==> src/pkg/acr_pkg.sv <==
// constants and types for the converter bus controller
// Behaviour
// - hold all low 300 ns; status high
// - data valid within 250 ns of read
// - stand-alone selects tied; start within 700 ns
// - single: raise direction after conversion starts
// - raise direction only while status high (single-mode reads raise it only with status low)
// - continuous: direction low at least 10.25 us
package acr_pkg;
    localparam int unsigned CLK_PERIOD_NS = 10;
    localparam int unsigned START_PULSE_MIN_NS = 300;
    localparam int unsigned BUS_ACCESS_DELAY_NS = 250;
    localparam int unsigned OUTPUT_FLOAT_DELAY_NS = 150;
    localparam int unsigned CONT_LOW_MIN_NS = 10250;
    localparam int unsigned START_PULSE_CYC =
        (START_PULSE_MIN_NS + CLK_PERIOD_NS - 1) / CLK_PERIOD_NS;
    localparam int unsigned ACCESS_CYC =
        (BUS_ACCESS_DELAY_NS + CLK_PERIOD_NS - 1) / CLK_PERIOD_NS;
    localparam int unsigned FLOAT_CYC =
        (OUTPUT_FLOAT_DELAY_NS + CLK_PERIOD_NS - 1) / CLK_PERIOD_NS;
    localparam int unsigned CONT_LOW_CYC =
        (CONT_LOW_MIN_NS + CLK_PERIOD_NS - 1) / CLK_PERIOD_NS;
    localparam int unsigned CNT_W = 11;
    localparam int unsigned DATA_W = 8;

    typedef enum logic [1:0] {
        ACR_CMD_CONVERT,
        ACR_CMD_READ,
        ACR_CMD_CONT_START,
        ACR_CMD_CONT_STOP
    } acr_cmd_t;

    typedef struct packed {
        logic sel_a_n;
        logic sel_b_n;
        logic dir;
    } acr_pins_t;

    typedef enum logic [2:0] {
        ACR_IDLE,
        ACR_START,
        ACR_WAIT_BUSY,
        ACR_WAIT_DONE,
        ACR_READ,
        ACR_FLOAT,
        ACR_CONT_RUN,
        ACR_CONT_STOP
    } acr_st_t;
endpackage : acr_pkg

==> src/design/acr_sync.sv <==
// two-flop synchroniser for pin inputs
`timescale 1ns/100ps
module acr_sync #(
    parameter int unsigned W = 1
) (
    // clock and reset
    input wire logic clk_sys_i,
    input wire logic rst_n_i,
    // data
    input wire logic [W-1:0] async_i,
    output logic [W-1:0] sync_o
);
    logic [W-1:0] meta_q;

    always_ff @(posedge clk_sys_i) begin
        if (!rst_n_i) begin
            meta_q <= '0;
            sync_o <= '0;
        end else begin
            meta_q <= async_i;
            sync_o <= meta_q;
        end
    end
endmodule : acr_sync

==> src/design/acr_ctrl.sv <==
// host controller driving the converter's select and direction pins and sampling its data pins
`timescale 1ns/100ps
module acr_ctrl
    import acr_pkg::*;
(
    // clock and reset
    input wire logic clk_sys_i,
    input wire logic rst_n_i,
    // command port
    input wire logic cmd_valid_i,
    input wire acr_cmd_t cmd_i,
    output logic cmd_ready_o,
    // read result and conversion events
    output logic [DATA_W-1:0] rd_data_o,
    output logic rd_valid_o,
    output logic conv_done_o,
    // converter pins
    output acr_pins_t pins_o,
    input wire logic status_i,
    input wire logic [DATA_W-1:0] data_i
);
    // ------------------------------------------------------------
    // pin synchronisation
    // ------------------------------------------------------------
    // status and data share one synchroniser; data is read only once settled
    logic [DATA_W:0] pin_s;

    acr_sync #(.W(DATA_W + 1)) u_sync (
        .clk_sys_i(clk_sys_i),
        .rst_n_i(rst_n_i),
        .async_i({status_i, data_i}),
        .sync_o(pin_s)
    );

    // split the synchronised word back into its pins
    logic status_s;
    logic [DATA_W-1:0] data_s;
    assign status_s = pin_s[DATA_W];
    assign data_s = pin_s[DATA_W-1:0];

    // ------------------------------------------------------------
    // state
    // ------------------------------------------------------------
    // one struct holds every register of the block outside the pin synchroniser
    typedef struct packed {
        acr_st_t st;
        logic [CNT_W-1:0] cnt;
        acr_pins_t pins;
        logic [DATA_W-1:0] data;
        logic rd_valid;
        logic done;
        logic status_prev;
    } acr_state_t;

    acr_state_t s_q;
    acr_state_t s_d;

    localparam acr_pins_t PINS_IDLE = '{sel_a_n: 1'b1, sel_b_n: 1'b1, dir: 1'b1};

    // reset image: pins idle, no pulse pending
    localparam acr_state_t S_RESET = '{st: ACR_IDLE, cnt: '0, pins: PINS_IDLE, data: '0,
                                       rd_valid: 1'b0, done: 1'b0, status_prev: 1'b0};

    // ------------------------------------------------------------
    // counter limits
    // ------------------------------------------------------------
    // cut to the counter width so every compare has one size
    localparam logic [CNT_W-1:0] START_LAST = CNT_W'(START_PULSE_CYC - 1);
    // two extra cycles cover the data synchroniser
    localparam logic [CNT_W-1:0] READ_LAST = CNT_W'(ACCESS_CYC + 1);
    // drivers need this long to let go of the bus
    localparam logic [CNT_W-1:0] FLOAT_LAST = CNT_W'(FLOAT_CYC - 1);
    // minimum direction-low time of a continuous run
    localparam logic [CNT_W-1:0] CONT_LAST = CNT_W'(CONT_LOW_CYC);

    // ------------------------------------------------------------
    // decode helpers
    // ------------------------------------------------------------
    // both selects always move as one, so tying them is safe
    function automatic acr_pins_t sel_pins(input logic dir);
        sel_pins = '{sel_a_n: 1'b0, sel_b_n: 1'b0, dir: dir};
    endfunction : sel_pins

    // counter has reached the given end point
    function automatic logic cnt_hit(input logic [CNT_W-1:0] cnt, input logic [CNT_W-1:0] last);
        cnt_hit = (cnt >= last);
    endfunction : cnt_hit

    // a stop is safe only mid-conversion and after the minimum low time
    function automatic logic stop_ok(input logic busy, input logic [CNT_W-1:0] cnt);
        stop_ok = busy && cnt_hit(cnt, CONT_LAST);
    endfunction : stop_ok

    // ------------------------------------------------------------
    // status edge
    // ------------------------------------------------------------
    // only the synchronised copy is compared, never the raw pin
    logic status_fell;
    assign status_fell = s_q.status_prev && !status_s;

    // ------------------------------------------------------------
    // next-state logic
    // ------------------------------------------------------------
    always_comb begin
        s_d = s_q;
        s_d.rd_valid = 1'b0;
        s_d.done = 1'b0;
        s_d.status_prev = status_s;
        // falling status marks a fresh result
        if (status_fell) begin
            s_d.done = 1'b1;
        end
        case (s_q.st)
            ACR_IDLE: begin
                s_d.pins = PINS_IDLE;
                // no new command while status high: the device would drop it
                if (cmd_valid_i && !status_s) begin
                    s_d.cnt = '0;
                    if (cmd_i == ACR_CMD_READ) begin
                        s_d.pins = sel_pins(1'b1);
                        s_d.st = ACR_READ;
                    end else if (cmd_i == ACR_CMD_CONT_START) begin
                        s_d.pins = sel_pins(1'b0);
                        s_d.st = ACR_CONT_RUN;
                    end else if (cmd_i == ACR_CMD_CONVERT) begin
                        s_d.pins = sel_pins(1'b0);
                        s_d.st = ACR_START;
                    end
                    // a stop code in idle is dropped with no bus cycle
                end
            end
            ACR_START: begin
                // hold all three low for the minimum start pulse
                s_d.cnt = s_q.cnt + 1'b1;
                if (cnt_hit(s_q.cnt, START_LAST)) begin
                    s_d.pins = PINS_IDLE;
                    s_d.cnt = '0;
                    s_d.st = ACR_WAIT_BUSY;
                end
            end
            ACR_WAIT_BUSY: begin
                // status may rise late; busy may also be already past
                s_d.cnt = s_q.cnt + 1'b1;
                if (status_s) begin
                    s_d.st = ACR_WAIT_DONE;
                end else if (s_d.done) begin
                    s_d.st = ACR_IDLE;
                end
            end
            ACR_WAIT_DONE: begin
                // the result sits in the device once status drops
                if (!status_s) begin
                    s_d.st = ACR_IDLE;
                end
            end
            ACR_READ: begin
                // bus access time before sampling
                s_d.cnt = s_q.cnt + 1'b1;
                if (cnt_hit(s_q.cnt, READ_LAST)) begin
                    s_d.data = data_s;
                    s_d.rd_valid = 1'b1;
                    s_d.pins = PINS_IDLE;
                    s_d.cnt = '0;
                    s_d.st = ACR_FLOAT;
                end
            end
            ACR_FLOAT: begin
                // let the drivers release before the next bus cycle
                s_d.cnt = s_q.cnt + 1'b1;
                if (cnt_hit(s_q.cnt, FLOAT_LAST)) begin
                    s_d.st = ACR_IDLE;
                end
            end
            ACR_CONT_RUN: begin
                // saturating: only the minimum low time matters
                if (!cnt_hit(s_q.cnt, CONT_LAST)) begin
                    s_d.cnt = s_q.cnt + 1'b1;
                end
                // raise direction only mid-conversion, never in reset gap
                if (cmd_valid_i && cmd_i == ACR_CMD_CONT_STOP
                    && stop_ok(status_s, s_q.cnt)) begin
                    s_d.pins = sel_pins(1'b1);
                    s_d.st = ACR_CONT_STOP;
                end
            end
            ACR_CONT_STOP: begin
                // selects stay low; final result shows when status falls
                if (s_d.done) begin
                    s_d.cnt = '0;
                    s_d.st = ACR_READ;
                end
            end
            default: begin
                // unreachable; pulls a corrupted state back to idle
                s_d.st = ACR_IDLE;
            end
        endcase
    end

    // ------------------------------------------------------------
    // state register
    // ------------------------------------------------------------
    always_ff @(posedge clk_sys_i) begin
        if (!rst_n_i) begin
            s_q <= S_RESET;
        end else begin
            s_q <= s_d;
        end
    end

    // ------------------------------------------------------------
    // outputs
    // ------------------------------------------------------------
    // combinational ready: a take costs no extra cycle
    assign cmd_ready_o = (s_q.st == ACR_IDLE && !status_s)
                         || (s_q.st == ACR_CONT_RUN && stop_ok(status_s, s_q.cnt));
    // pins come straight from flops, so they never glitch
    assign pins_o = s_q.pins;
    // read data holds until the next read
    assign rd_data_o = s_q.data;
    assign rd_valid_o = s_q.rd_valid;
    assign conv_done_o = s_q.done;
endmodule : acr_ctrl

==> config.mk <==
export PLATFORM = sky130hd
export DESIGN_NAME = acr_ctrl
export DESIGN_NICKNAME = d
export VERILOG_FILES = /design/src/pkg/acr_pkg.sv /design/src/design/acr_sync.sv /design/src/design/acr_ctrl.sv
export SDC_FILE = /design/constraint.sdc
export NUM_CORES = 1
export LEC_CHECK = 0
export ABC_AREA = 0
export BUFFER_PORTS_ARGS = -buffer_cell sky130_fd_sc_hd__buf_2
export CORE_UTILIZATION = 40
export CTS_CLUSTER_DIAMETER = 150
export DETAILED_ROUTE_END_ITERATION = 6
export GPL_TIMING_DRIVEN = 0
export PLACE_DENSITY = 0.62
export SLEW_MARGIN = 20
export SYNTH_ARGS = -nofsm -noshare
export SYNTH_HDL_FRONTEND = slang
export SYNTH_SLANG_ARGS = --single-unit
==> constraint.sdc <==
create_clock -name clk_sys_i -period 2.7 [get_ports clk_sys_i]
set_input_delay 0.135 -clock clk_sys_i [delete_from_list [all_inputs] [get_ports clk_sys_i]]
set_output_delay 0.135 -clock clk_sys_i [all_outputs]
set_load 0.005 [all_outputs]
# Yosys cells after proc, flatten, opt, wreduce, memory -nomap -nowiden
# Index checks and enable logic that the tools add are counted.
# Widths: inputs -> output; s select.
# word_totals
inputBits	14
output_inout_bits	14
reg_bits	46
word_cells	76
# op_classes
eq_ne	20
n_addsub	1
n_lt_le_gt_ge	4
muxes	21
n_reduce_logical	19
# ops
cell	n
$pmux 11 s6	1
$mux 3	12
$mux 17	2
$mux 26	1
$pmux 3 s8	1
$ge 11x5->1 const B	2
$ne 2x2->1 const B	8
$mux 14	1
$eq 3x3->1 const B	4
$pmux 3 s4	1
$add 11x1->11 const B	1
$ge 11x11->1 const B	1
$ge 11x4->1 const B	1
$mux 11	1
$reduce_and 9->1	1
$reduce_and 4->1	2
$logic_and 1x1->1	7
$eq 3x2->1 const B	2
$reduce_bool 6->1	1
$eq 2x2->1 const B	2
$ne 4x4->1 const B	1
$reduce_and 2->1	2
$reduce_bool 4->1	1
$eq 3x1->1 const B	1
8 further kinds	8

# Logic depth before layout (Yosys ltp)
# Gate-level depths: netlist (run 1).
# depth
depth_word	6
mapped_depth	10
ltp_nobuf	8

# Modules after synthesis
# Synthesis (run 1) repeated with hierarchy kept, for this count alone.
# hier_totals
cells_unflattened	245
area_unflattened_um2	2195.9
# modules_own_cells
mod	cells_per_inst	area_each_um2	instances
acr_ctrl	208	1694.1	1
acr_sync	37	501.7	1

# Worst setup path before layout (run 1)
# No wires, ideal clock.
# synth_path
kind	flip-flop to flip-flop
startpoint	register s_q[14] in the netlist's numbering
endpoint	register s_q (netlist bit rd_data_o[0])
arrival_ns	1.831
stages_incl_launch_ff	10
path_slack_ns	0.741
t_required_ns	2.572
setup_time_ns	0.128
cell_sequence	dfxtp_1 > buf_2 > inv_1 > ha_1 > nor2b_1 > o311a_1 > o211ai_1 > buf_4 > mux2i_1 > nor2_1
# synth_between
elab_chain_len	2
# synth_rtl
item	line	text
start, declared	acr_ctrl.sv:55	acr_state_t s_q;
start signal, assigned	acr_ctrl.sv:205	s_q <= S_RESET;
start signal, assigned	acr_ctrl.sv:207	s_q <= s_d;
$ge 11x5->1	acr_ctrl.sv:86	cnt_hit = (cnt >= last);
$reduce_and 2->1 (no line)	-	
# No other way between the ends.
# A chain may end at the register's enable or synchronous reset.

# Worst setup path after layout (run 1)
# layout_path
startpoint	register s_q[14] in the netlist's numbering
endpoint	register s_q (netlist bit rd_data_o[6])
# The elaborated chain is that of the path after synthesis.

==> results of run 1 <==
## worst paths after layout
path	slack, ps	cells after the start	endpoint	startpoint
max	430	9	rd_data_o[6]	s_q[14]
min reg2reg	430	1	u_sync.sync_o[8]	u_sync.meta_q[8]
min	40	2	u_sync.meta_q[1]	data_i[1]
max reg2reg	430	9	rd_data_o[6]	s_q[14]
## flip-flops by register name, summed over array words and instances (netlist names)
| signal | count |
|---|---|
| conv_done_o | 1 |
| u_sync.meta_q | 9 |
| rd_valid_o | 1 |
| s_q | 15 |
| pins_o | 2 |
| u_sync.sync_o | 9 |
| rd_data_o | 8 |
## routing by layer
metal | routed length (µm) | GRT usage (%)
met4 | 45 | 5.35
met2 | 2040 | 25.2
met1 | 1980 | 21.3
met3 | 154 | 4.50
met5 | 0 | 0
## power groups by stage
stage                     registers [mW]  clock network (mW)  logic, mW
after floorplan                    0.755                   0      0.504
after global placement             0.763                   0      0.660
after detailed placement           0.763                   0      0.661
after CTS                          0.749               0.526      0.665
after global routing               0.756               0.556      0.744
final                              0.749               0.504      0.665
## cell usage after synthesis, types with 2 or more instances
master                     count  share of area, %
sky130_fd_sc_hd__o22ai_1       3              0.87
sky130_fd_sc_hd__o21ai_0       2              0.47
sky130_fd_sc_hd__inv_1         9               1.6
sky130_fd_sc_hd__clkbuf_1      5              0.87
sky130_fd_sc_hd__xor2_1        9               3.7
sky130_fd_sc_hd__xnor2_1       2              0.82
sky130_fd_sc_hd__nor4_1        4               1.2
sky130_fd_sc_hd__mux2i_1       9               4.2
sky130_fd_sc_hd__nor2_1       32               5.6
sky130_fd_sc_hd__nand3_1       4              0.93
sky130_fd_sc_hd__and2_1       19               5.5
sky130_fd_sc_hd__and3_1        5               1.5
sky130_fd_sc_hd__a21oi_1       3              0.70
sky130_fd_sc_hd__o211ai_1      4               1.4
sky130_fd_sc_hd__nand4_1       7               2.0
sky130_fd_sc_hd__buf_4        13               4.5
sky130_fd_sc_hd__buf_2         6               1.4
sky130_fd_sc_hd__ha_1          7               4.1
sky130_fd_sc_hd__nor3_1        9               2.1
sky130_fd_sc_hd__nand2_1      18               3.1
sky130_fd_sc_hd__o21ai_1       3              0.70
sky130_fd_sc_hd__dfxtp_1      45                42
sky130_fd_sc_hd__nand2b_1      3              0.87
## final cells by class
| type | count | area, µm² |
|---|---|---|
| clock buffer | 5 | 68.8 |
| multi-input combinational | 164 | 1060 |
| buffer | 25 | 158 |
| clock inverter | 3 | 46.3 |
| fill | 538 | 2650 |
| sequential | 45 | 901 |
| inverter | 9 | 33.8 |
| timing repair buffer | 27 | 135 |
| tap | 70 | 87.6 |
## cells in the final DEF (no fill, tap or decap), types with 2 or more instances in the layout
cell	instances
sky130_fd_sc_hd__dfxtp_1	45
sky130_fd_sc_hd__buf_2	33
sky130_fd_sc_hd__nor2_1	32
sky130_fd_sc_hd__and2_1	19
sky130_fd_sc_hd__nand2_1	18
sky130_fd_sc_hd__buf_4	13
sky130_fd_sc_hd__inv_1	9
sky130_fd_sc_hd__nor3_1	9
sky130_fd_sc_hd__mux2i_1	9
sky130_fd_sc_hd__xor2_1	9
sky130_fd_sc_hd__nand4_1	7
sky130_fd_sc_hd__ha_1	7
sky130_fd_sc_hd__clkbuf_1	5
sky130_fd_sc_hd__and3_1	5
sky130_fd_sc_hd__clkbuf_8	5
sky130_fd_sc_hd__nor4_1	4
sky130_fd_sc_hd__nand3_1	4
sky130_fd_sc_hd__o211ai_1	4
sky130_fd_sc_hd__a21oi_1	3
sky130_fd_sc_hd__nand2b_1	3
sky130_fd_sc_hd__o22ai_1	3
sky130_fd_sc_hd__o21ai_1	3
sky130_fd_sc_hd__xnor2_1	2
sky130_fd_sc_hd__o21ai_0	2
## logic make-up (layout without fill, tap and decap cells)
kind of cell	after synthesis	count (layout)	synth area share (%)
AND/OR/NAND/NOR	108	108	26.0
flip-flops	45	45	41.9
buffers and inverters	34	69	8.91
AO/OA/AOI/OAI	29	29	10.4
XOR/XNOR	11	11	4.48
multiplexers	9	9	4.19
adder cells (fa/ha/maj)	7	7	4.07
==> results.rst, run 1 <==
.. list-table::
   :header-rows: 1

   * - Metric
     - Value
   * - Status
     - complete, no violations
   * - Via density per instance
     - 4.92
   * - Number of global-route vias before repair
     - 1445
   * - Count of max-cap constraint violations
     - 0
   * - Crit path required time
     - 2870 ps
   * - Total routing usage reported by global routing
     - 16.0%
   * - Number of clock sinks seen by CTS
     - 45
   * - Clock tree skew after final layout
     - 6.70 ps
   * - Number of synthesized register bits
     - 45
   * - Setup Viol. Count Final
     - 0
   * - Final total power
     - 1.92 mW
   * - Worst setup EP type
     - flop
   * - Post-route core utilization
     - 48.4%
   * - Layout Cell Area excl Fill
     - 0.00249 mm²
   * - Worst setup slack after placement
     - 463 ps
   * - First-pass GRT wire length
     - 6.81 mm
   * - Die boundary width
     - 75.3 µm
   * - Final WL
     - 4.22 mm
   * - Worst IR Drop VDD
     - 309 µV
   * - Post-synthesis average cell area
     - 8.85 µm²
   * - Share of cells above drive strength 1
     - 21.6%
   * - Placeable Area
     - 0.00514 mm²
   * - Port-buffer cells
     - 27
   * - Kind of cell adding the most delay to the critical path
     - compound AO/OA/AOI/OAI gates
   * - Effective utilization at floorplan
     - 41.8%
   * - CTS tree
     - done
   * - Number of standard cells in the layout, taps in and fillers out
     - 348
   * - Clk slew on worst S/H paths
     - 90 ps
   * - Clock root buffer
     - sky130_fd_sc_hd__clkbuf_8
   * - FFs w/ async S/R, synth
     - 0%
   * - WL per Instance
     - 12.1 µm
   * - Height of the chip
     - 75.3 µm
   * - Minimum setup slack in the final design
     - 428 ps
   * - Crit Path Category
     - flop to flop
   * - Count of vias placed by the detailed router
     - 1713
   * - Clock buffer count from CTS
     - 5
   * - Post-Route Setup TNS
     - 0 ps
   * - Maximum number of pins on one net before global-route repair
     - 16
   * - Crit Path Max Fanout
     - 10
   * - Total nets after synthesis
     - 264
   * - Post-layout min period
     - 2270 ps
   * - Cell area power density
     - 771 mW/mm²
   * - Kind of start point of the critical path
     - flop
   * - Total gr overflow
     - 0
   * - Switching pwr
     - 0.648 mW
   * - CP max stage cell
     - sky130_fd_sc_hd__dfxtp_1
   * - Delay contributed by the slowest stage of the critical path
     - 360 ps
   * - Max-slew violation count
     - 0
   * - Final hold violation count
     - 0
   * - Buffering stage count on the worst path with inverters included
     - 3
   * - DP Cell Count
     - 340
   * - Switching power as a share of total power
     - 33.8%
   * - Leakage
     - 1.13 nW
   * - Cell area after synthesis
     - 0.00215 mm²
   * - Post-cts gate resize count
     - 0
   * - Site Rows
     - 26
   * - Initial drt markers
     - 72
   * - DRC violations left
     - 0
   * - Worst slew margin relative to its limit
     - 58.5%
   * - Fmax
     - 440 MHz
   * - Critical path, cell by cell
     - buf_2, inv_1, ha_1, nor2b_1, o311a_1, o211ai_1, buf_4, mux2i_1, nor2_1
   * - HP Class
     - primary input to flop
   * - Global placer's final weighted congestion
     - 0.882
   * - Hold Slack
     - 39.9 ps
   * - RSZ-0062 raised after global routing
     - no
   * - Detailed-router iteration count before antenna repair
     - 4
   * - Number of warnings reported in the yosys synthesis log
     - 0
   * - Post-detailed-placement cell area
     - 0.00237 mm²
   * - Logic pwr share
     - 34.7%
   * - Number of hold buffers added after cts
     - 0
   * - Number of buffers added for setup after CTS
     - 0
   * - Count of flip-flops with a built-in enable after synthesis
     - 0
   * - H-Tree Level Count
     - 2
   * - Top flip-flop cell by instance count after synthesis
     - sky130_fd_sc_hd__dfxtp_1
   * - Data arrival time at the worst-slack endpoint
     - 2440 ps
   * - Die area
     - 0.00567 mm²
   * - Sequential cell area fraction in the yosys report
     - 41.9%
   * - Antenna diode instance count
     - 0
   * - HPWL after detailed placement
     - 3.01 mm
   * - Later-pin clock latency in the skew report
     - 290 ps
   * - Sequential fraction of design power
     - 39.1%
   * - Slew at the pin closest to its max-slew limit
     - 622 ps
   * - CTS Buffer Depth
     - 2
   * - Internal power
     - 1.27 mW
   * - Post-synthesis instance total
     - 243
   * - Fraction of the cycle the final worst path needs
     - 84.2%
   * - Layout net count
     - 298
   * - Antenna violations before repair
     - 0
   * - Routed Antenna Nets
     - 0
   * - Clock Power Share
     - 26.3%
   * - Synth cell types
     - 45
   * - Number of I/O pins
     - 28
   * - Synthesis-to-finish area growth
     - 15.7%
Power figures use the tool's default switching activity.
==> run 2: changes to the inputs <==
Clock period 2.7 ns to 2.27 ns, I/O delays scaled along.
==> results.rst, run 2 (synthesized netlist as in run 1, its figures left out) <==
.. list-table::
   :header-rows: 1

   * - Metric
     - Value
   * - Status
     - complete, no violations
   * - Slew at the pin closest to its max-slew limit
     - 489 ps
   * - Height of the chip
     - 75.3 µm
   * - H-Tree Level Count
     - 2
   * - Port-buffer cells
     - 27
   * - Routed Antenna Nets
     - 0
   * - Die area
     - 0.00567 mm²
   * - Post-detailed-placement cell area
     - 0.00237 mm²
   * - Final hold violation count
     - 0
   * - Crit path required time
     - 2440 ps
   * - Effective utilization at floorplan
     - 41.8%
   * - Die boundary width
     - 75.3 µm
   * - Flop-to-flop setup slack
     - 120 ps
   * - Max FFs per register
     - 15
   * - Data arrival time at the worst-slack endpoint
     - 2330 ps
   * - Count of vias placed by the detailed router
     - 1744
   * - Worst setup EP type
     - flop
   * - Largest registers
     - s_q: 15 flops, u_sync.meta_q: 9 flops, u_sync.sync_o: 9 flops
   * - Clock root buffer
     - sky130_fd_sc_hd__clkbuf_8
   * - Maximum number of pins on one net before global-route repair
     - 16
   * - Worst slew margin relative to its limit
     - 67.4%
   * - Kind of start point of the critical path
     - flop
   * - Final WL
     - 4.32 mm
   * - Total gr overflow
     - 0
   * - Later-pin clock latency in the skew report
     - 290 ps
   * - Fmax
     - 464 MHz
   * - Post-layout min period
     - 2150 ps
   * - Clk slew on worst S/H paths
     - 90 ps
   * - Leakage
     - 1.16 nW
   * - Share of cells above drive strength 1
     - 23.2%
   * - Layout net count
     - 304
   * - Clock buffer count from CTS
     - 5
   * - HP Class
     - primary input to flop
   * - Clock tree skew after final layout
     - 6.70 ps
   * - Number of I/O pins
     - 28
   * - Most common cell after layout, fill and taps aside
     - sky130_fd_sc_hd__dfxtp_1
   * - DRC violations left
     - 0
   * - Antenna violations before repair
     - 0
   * - Number of hold buffers added after cts
     - 0
   * - CTS Buffer Depth
     - 2
   * - FILL cells
     - 528
   * - Final total power
     - 2.36 mW
   * - Fraction of the cycle the final worst path needs
     - 94.9%
   * - Total routing usage reported by global routing
     - 16.0%
   * - Count of max-cap constraint violations
     - 0
   * - Number of clock sinks seen by CTS
     - 45
   * - Highest-count cells in the layout ignoring fill and taps
     - 45 x sky130_fd_sc_hd__dfxtp_1, 32 x sky130_fd_sc_hd__buf_2, 32 x sky130_fd_sc_hd__nor2_1
   * - WL per Instance
     - 12.2 µm
   * - Crit Path Max Fanout
     - 8
   * - Via density per instance
     - 4.93
   * - Worst IR Drop VDD
     - 404 µV
   * - Synthesis-to-finish area growth
     - 18.1%
   * - Crit Path Category
     - flop to flop
   * - Initial drt markers
     - 70
   * - Number of global-route vias before repair
     - 1445
   * - Antenna diode instance count
     - 0
   * - Max-slew violation count
     - 0
   * - Setup Viol. Count Final
     - 0
   * - Global placer's final weighted congestion
     - 0.882
   * - Top register by number of flip-flops
     - s_q
   * - First-pass GRT wire length
     - 6.81 mm
   * - HPWL after detailed placement
     - 3.01 mm
   * - Placeable Area
     - 0.00514 mm²
   * - Site Rows
     - 26
   * - Layout Cell Area excl Fill
     - 0.00254 mm²
   * - Detailed-router iteration count before antenna repair
     - 4
   * - CTS tree
     - done
   * - Cell area power density
     - 928 mW/mm²
-- run 2: layout make-up --
cell class | count | area (µm²) | share of cell area [%]
buffer | 25 | 166 | 6.55
clock buffer | 5 | 68.8 | 2.71
clock inverter | 3 | 46.3 | 1.82
inverter | 9 | 33.8 | 1.33
multi-input combinational | 164 | 1060 | 41.6
sequential | 45 | 901 | 35.5
tap | 70 | 87.6 | 3.45
timing repair buffer | 33 | 178 | 7.00
-- run 2: layer usage --
metal  wire [µm]  global-route usage (%)  share of wire, %  vias up
met3         145                    4.50               3.4        4
met1        2020                    21.3                47      807
met4          46                    5.35               1.1        0
met5           0                       0                 0        -
li1            -                       -                 -      903
met2        2110                    25.2                49       30
-- run 2: where the power goes --
| group | switching (mW) | total, mW | leakage (nW) | internal (mW) |
|---|---|---|---|---|
| clock | 0.272 | 0.602 | 0.0543 | 0.329 |
| combinational | 0.479 | 0.862 | 0.734 | 0.384 |
| sequential | 0.0379 | 0.892 | 0.368 | 0.854 |
| total | 0.789 | 2.36 | 1.16 | 1.57 |
-- run 2: worst paths after layout --
kind / to / start / cells past startpoint
worst min register to register: u_sync.sync_o[8] / u_sync.meta_q[8] / 1
worst min-delay path: u_sync.meta_q[1] / data_i[1] / 2
worst max-delay path: rd_data_o[4] / s_q[14] / 10
worst max register to register: rd_data_o[4] / s_q[14] / 10
-- run 2: timing repair --
item	CTS	global route
endpoints found under the hold margin	0	0
resized for setup	0	4
buffers inserted	0	5
endpoints found under the setup margin	0	15
-- run 2: through the flow --
| step | setup WS (ps) | utilization, % | std cells | setup TNS, ps | hold WS, ps |
|---|---|---|---|---|---|
| finish | 117 | 49.4 | 354 | 0 | 17.9 |
| detailed placement | 32.7 | 46.2 | 340 | 0 | 324 |
| global placement | 13.4 | 46.2 | 340 | 0 | 322 |
| floorplan | 311 | - | 243 | 0 | 235 |
| CTS | 6.51 | 48.4 | 348 | 0 | 6.26 |
| global route | -0.248 | 49.4 | 354 | -0.248 | 1.63 |
-- run 2: critical path, cell delays in order (launching register included) --
cell and delay, ps:
sky130_fd_sc_hd__dfxtp_1 370, sky130_fd_sc_hd__clkbuf_4 200, sky130_fd_sc_hd__inv_1 50, sky130_fd_sc_hd__ha_1 170
sky130_fd_sc_hd__nor2b_1 120, sky130_fd_sc_hd__o311a_1 340, sky130_fd_sc_hd__o211ai_1 190, sky130_fd_sc_hd__buf_4 160
sky130_fd_sc_hd__buf_2 170, sky130_fd_sc_hd__mux2i_1 200, sky130_fd_sc_hd__nor2_1 50
==> run 3: changes to the inputs <==
Settings changed: SYNTH_HIERARCHICAL from default to 1.
==> results.rst, run 3 <==
.. list-table::
   :header-rows: 1

   * - Metric
     - Value
   * - WL per Instance
     - 13.6 µm
   * - Clock root buffer
     - sky130_fd_sc_hd__clkbuf_8
   * - Most common cell after layout, fill and taps aside
     - sky130_fd_sc_hd__dfxtp_1
   * - Clock buffer count from CTS
     - 5
   * - Die area
     - 0.00579 mm²
   * - Max FFs per register
     - 15
   * - Sequential cell area fraction in the yosys report
     - 41.0%
   * - Total gr overflow
     - 0
   * - Site Rows
     - 26
   * - First-pass GRT wire length
     - 8.25 mm
   * - Number of I/O pins
     - 28
   * - Top flip-flop cell by instance count after synthesis
     - sky130_fd_sc_hd__dfxtp_1
   * - Crit Path Category
     - flop to flop
   * - Post-layout min period
     - 2260 ps
   * - Count of flip-flops with a built-in enable after synthesis
     - 0
   * - List of most frequent post-synthesis cells
     - 45 x sky130_fd_sc_hd__dfxtp_1, 17 x sky130_fd_sc_hd__nor2_1, 16 x sky130_fd_sc_hd__a21oi_1
   * - Final WL
     - 4.85 mm
   * - DRC violations left
     - 0
   * - Count of max-cap constraint violations
     - 0
   * - Share of cells above drive strength 1
     - 32.4%
   * - Synthesis-to-finish area growth
     - 20.7%
   * - Largest registers
     - s_q: 15 flops, u_sync/meta_q: 9 flops, u_sync/sync_o: 9 flops
   * - HPWL after detailed placement
     - 3.29 mm
   * - Via density per instance
     - 5.42
   * - Post-Route Setup TNS
     - 0 ps
   * - Antenna diode instance count
     - 0
   * - Top register by number of flip-flops
     - s_q
   * - Maximum number of pins on one net before global-route repair
     - 17
   * - Status
     - complete, no violations
   * - Antenna violations before repair
     - 0
   * - Number of synthesized register bits
     - 45
   * - Crit Path Max Fanout
     - 10
   * - Crit path required time
     - 2510 ps
   * - Top-count cell post-synth
     - sky130_fd_sc_hd__dfxtp_1
   * - Height of the chip
     - 76.1 µm
   * - Hold Slack
     - 32.3 ps
   * - Placeable Area
     - 0.00520 mm²
   * - RSZ-0062 raised after global routing
     - yes
   * - Final hold violation count
     - 0
   * - Effective utilization at floorplan
     - 42.2%
   * - Routed Antenna Nets
     - 0
   * - Number of standard cells in the layout, taps in and fillers out
     - 357
   * - Post-synthesis cell type with the largest combined area
     - sky130_fd_sc_hd__dfxtp_1
   * - Post-synthesis instance total
     - 245
   * - Cell area after synthesis
     - 0.00220 mm²
   * - H-Tree Level Count
     - 2
   * - Total routing usage reported by global routing
     - 17.6%
   * - Largest cells by area after synthesis
     - sky130_fd_sc_hd__dfxtp_1 41%, sky130_fd_sc_hd__and2_2 4.8%, sky130_fd_sc_hd__ha_1 4.0%, sky130_fd_sc_hd__buf_4 3.8%, sky130_fd_sc_hd__a21oi_1 3.6%
   * - Fmax
     - 443 MHz
   * - Layout net count
     - 307
   * - Count of vias placed by the detailed router
     - 1936
   * - Setup Viol. Count Final
     - 0
   * - Max-slew violation count
     - 0
   * - Detailed-router iteration count before antenna repair
     - 4
   * - Kind of start point of the critical path
     - flop
   * - Initial drt markers
     - 118
   * - Later-pin clock latency in the skew report
     - 300 ps
   * - Number of clock sinks seen by CTS
     - 45
   * - Slew at the pin closest to its max-slew limit
     - 562 ps
   * - Port-buffer cells
     - 27
   * - Leakage
     - 1.08 nW
   * - Post-route core utilization
     - 50.9%
   * - CTS Buffer Depth
     - 2
   * - Die boundary width
     - 76.1 µm
   * - Number of warnings reported in the yosys synthesis log
     - 6
   * - DP Cell Count
     - 342
   * - FILL cells
     - 536
   * - Worst setup EP type
     - flop
   * - Global placer's final weighted congestion
     - 0.893
   * - Data arrival time at the worst-slack endpoint
     - 2490 ps
   * - Worst IR Drop VDD
     - 453 µV
   * - Total nets after synthesis
     - 266
   * - Number of global-route vias before repair
     - 1756
   * - FFs w/ async S/R, synth
     - 0%
   * - Clk slew on worst S/H paths
     - 90 ps
   * - HP Class
     - primary input to flop
   * - Highest-count cells in the layout ignoring fill and taps
     - 38 x sky130_fd_sc_hd__dfxtp_1, 28 x sky130_fd_sc_hd__buf_2, 18 x sky130_fd_sc_hd__buf_4
   * - Worst slew margin relative to its limit
     - 62.5%
   * - Post-synthesis average cell area
     - 8.96 µm²
   * - Synth cell types
     - 46
   * - Number of hold buffers added after cts
     - 0
   * - Proportion of netlist area held by the largest area contributor
     - 41.0%
   * - Clock tree skew after final layout
     - 8.02 ps
   * - Cell area power density
     - 795 mW/mm²
   * - Fraction of the cycle the final worst path needs
     - 99.4%
   * - CTS tree
     - done
[run 3: cell types whose count changed after synthesis, moves of 9 or more]
cell                      change
sky130_fd_sc_hd__nand2_1     -10
sky130_fd_sc_hd__o21ai_0      +9
sky130_fd_sc_hd__nor2_1      -15
sky130_fd_sc_hd__and2_2      +14
sky130_fd_sc_hd__a21oi_1     +13
sky130_fd_sc_hd__and2_1      -14
sky130_fd_sc_hd__xor2_1       -9
[run 3: layout make-up]
type	instances	area [µm²]	area share [%]
clock inverters	3	25.0	0.944
well taps	70	87.6	3.31
inverters	9	33.8	1.27
multi-input cells	168	1180	44.5
flip-flops and latches	45	920	34.7
repair buffers	34	188	7.08
clock buffers	5	68.8	2.60
plain buffers	23	149	5.62
[run 3: through the flow]
step	total power [mW]	setup slack, ps	cell area, µm²
floorplan	1.38	11.6	2200
global placement	1.55	-478	2420
detailed placement	1.56	-440	2420
CTS	2.11	4.16	2620
global route	2.23	-77.5	2650
finish	2.11	13.4	2650
[run 3: report_power, final]
group	total, mW	internal (mW)	switching (mW)
Sequential	0.882	0.842	0.0401
Combinational	0.715	0.303	0.412
Clock	0.511	0.222	0.288
[run 3: layer usage]
layer | routed length, µm | track usage, % | vias to the layer above
met4 | 38 | 5.38 | 0
met2 | 2250 | 28.7 | 50
li1 | - | - | 962
met1 | 2340 | 22.7 | 920
met3 | 212 | 4.67 | 4
met5 | 0 | 0 | -
[run 3: logic make-up after synthesis]
kind of cell,share of synthesized area (%)
DFF,41.0
xor gates and xnor gates,0.798
buffers and inverters,8.09
muxes,3.65
adders and majority gates,3.99
and+or+nand+nor,25.4
AOI/OAI and AO/OA,17.1
[run 3: repair_timing]
item / in CTS / in global routing
buffers inserted: 7 / 0
pin swaps: 2 / 0
setup endpoints to repair: 25 / 18
resized for setup: 19 / 6
[run 3: final timing paths]
check	startpoint	endpoint	slack (ps)	depth (start not counted)
worst max-delay path	s_q[16]	s_q[22]	10	6
worst min-delay path	data_i[5]	u_sync/meta_q[5]	30	2
worst max register to register	s_q[16]	s_q[22]	10	6
worst min register to register	u_sync/meta_q[2]	u_sync/sync_o[2]	430	1
[run 3: critical path, stage by stage, from the launching register on]
cell and delay (ps):
sky130_fd_sc_hd__dfxtp_4 350, sky130_fd_sc_hd__or4_4 530, sky130_fd_sc_hd__o31a_1 330, sky130_fd_sc_hd__a22o_1 240
sky130_fd_sc_hd__buf_6 140, sky130_fd_sc_hd__or4_1 460, sky130_fd_sc_hd__a21oi_1 150
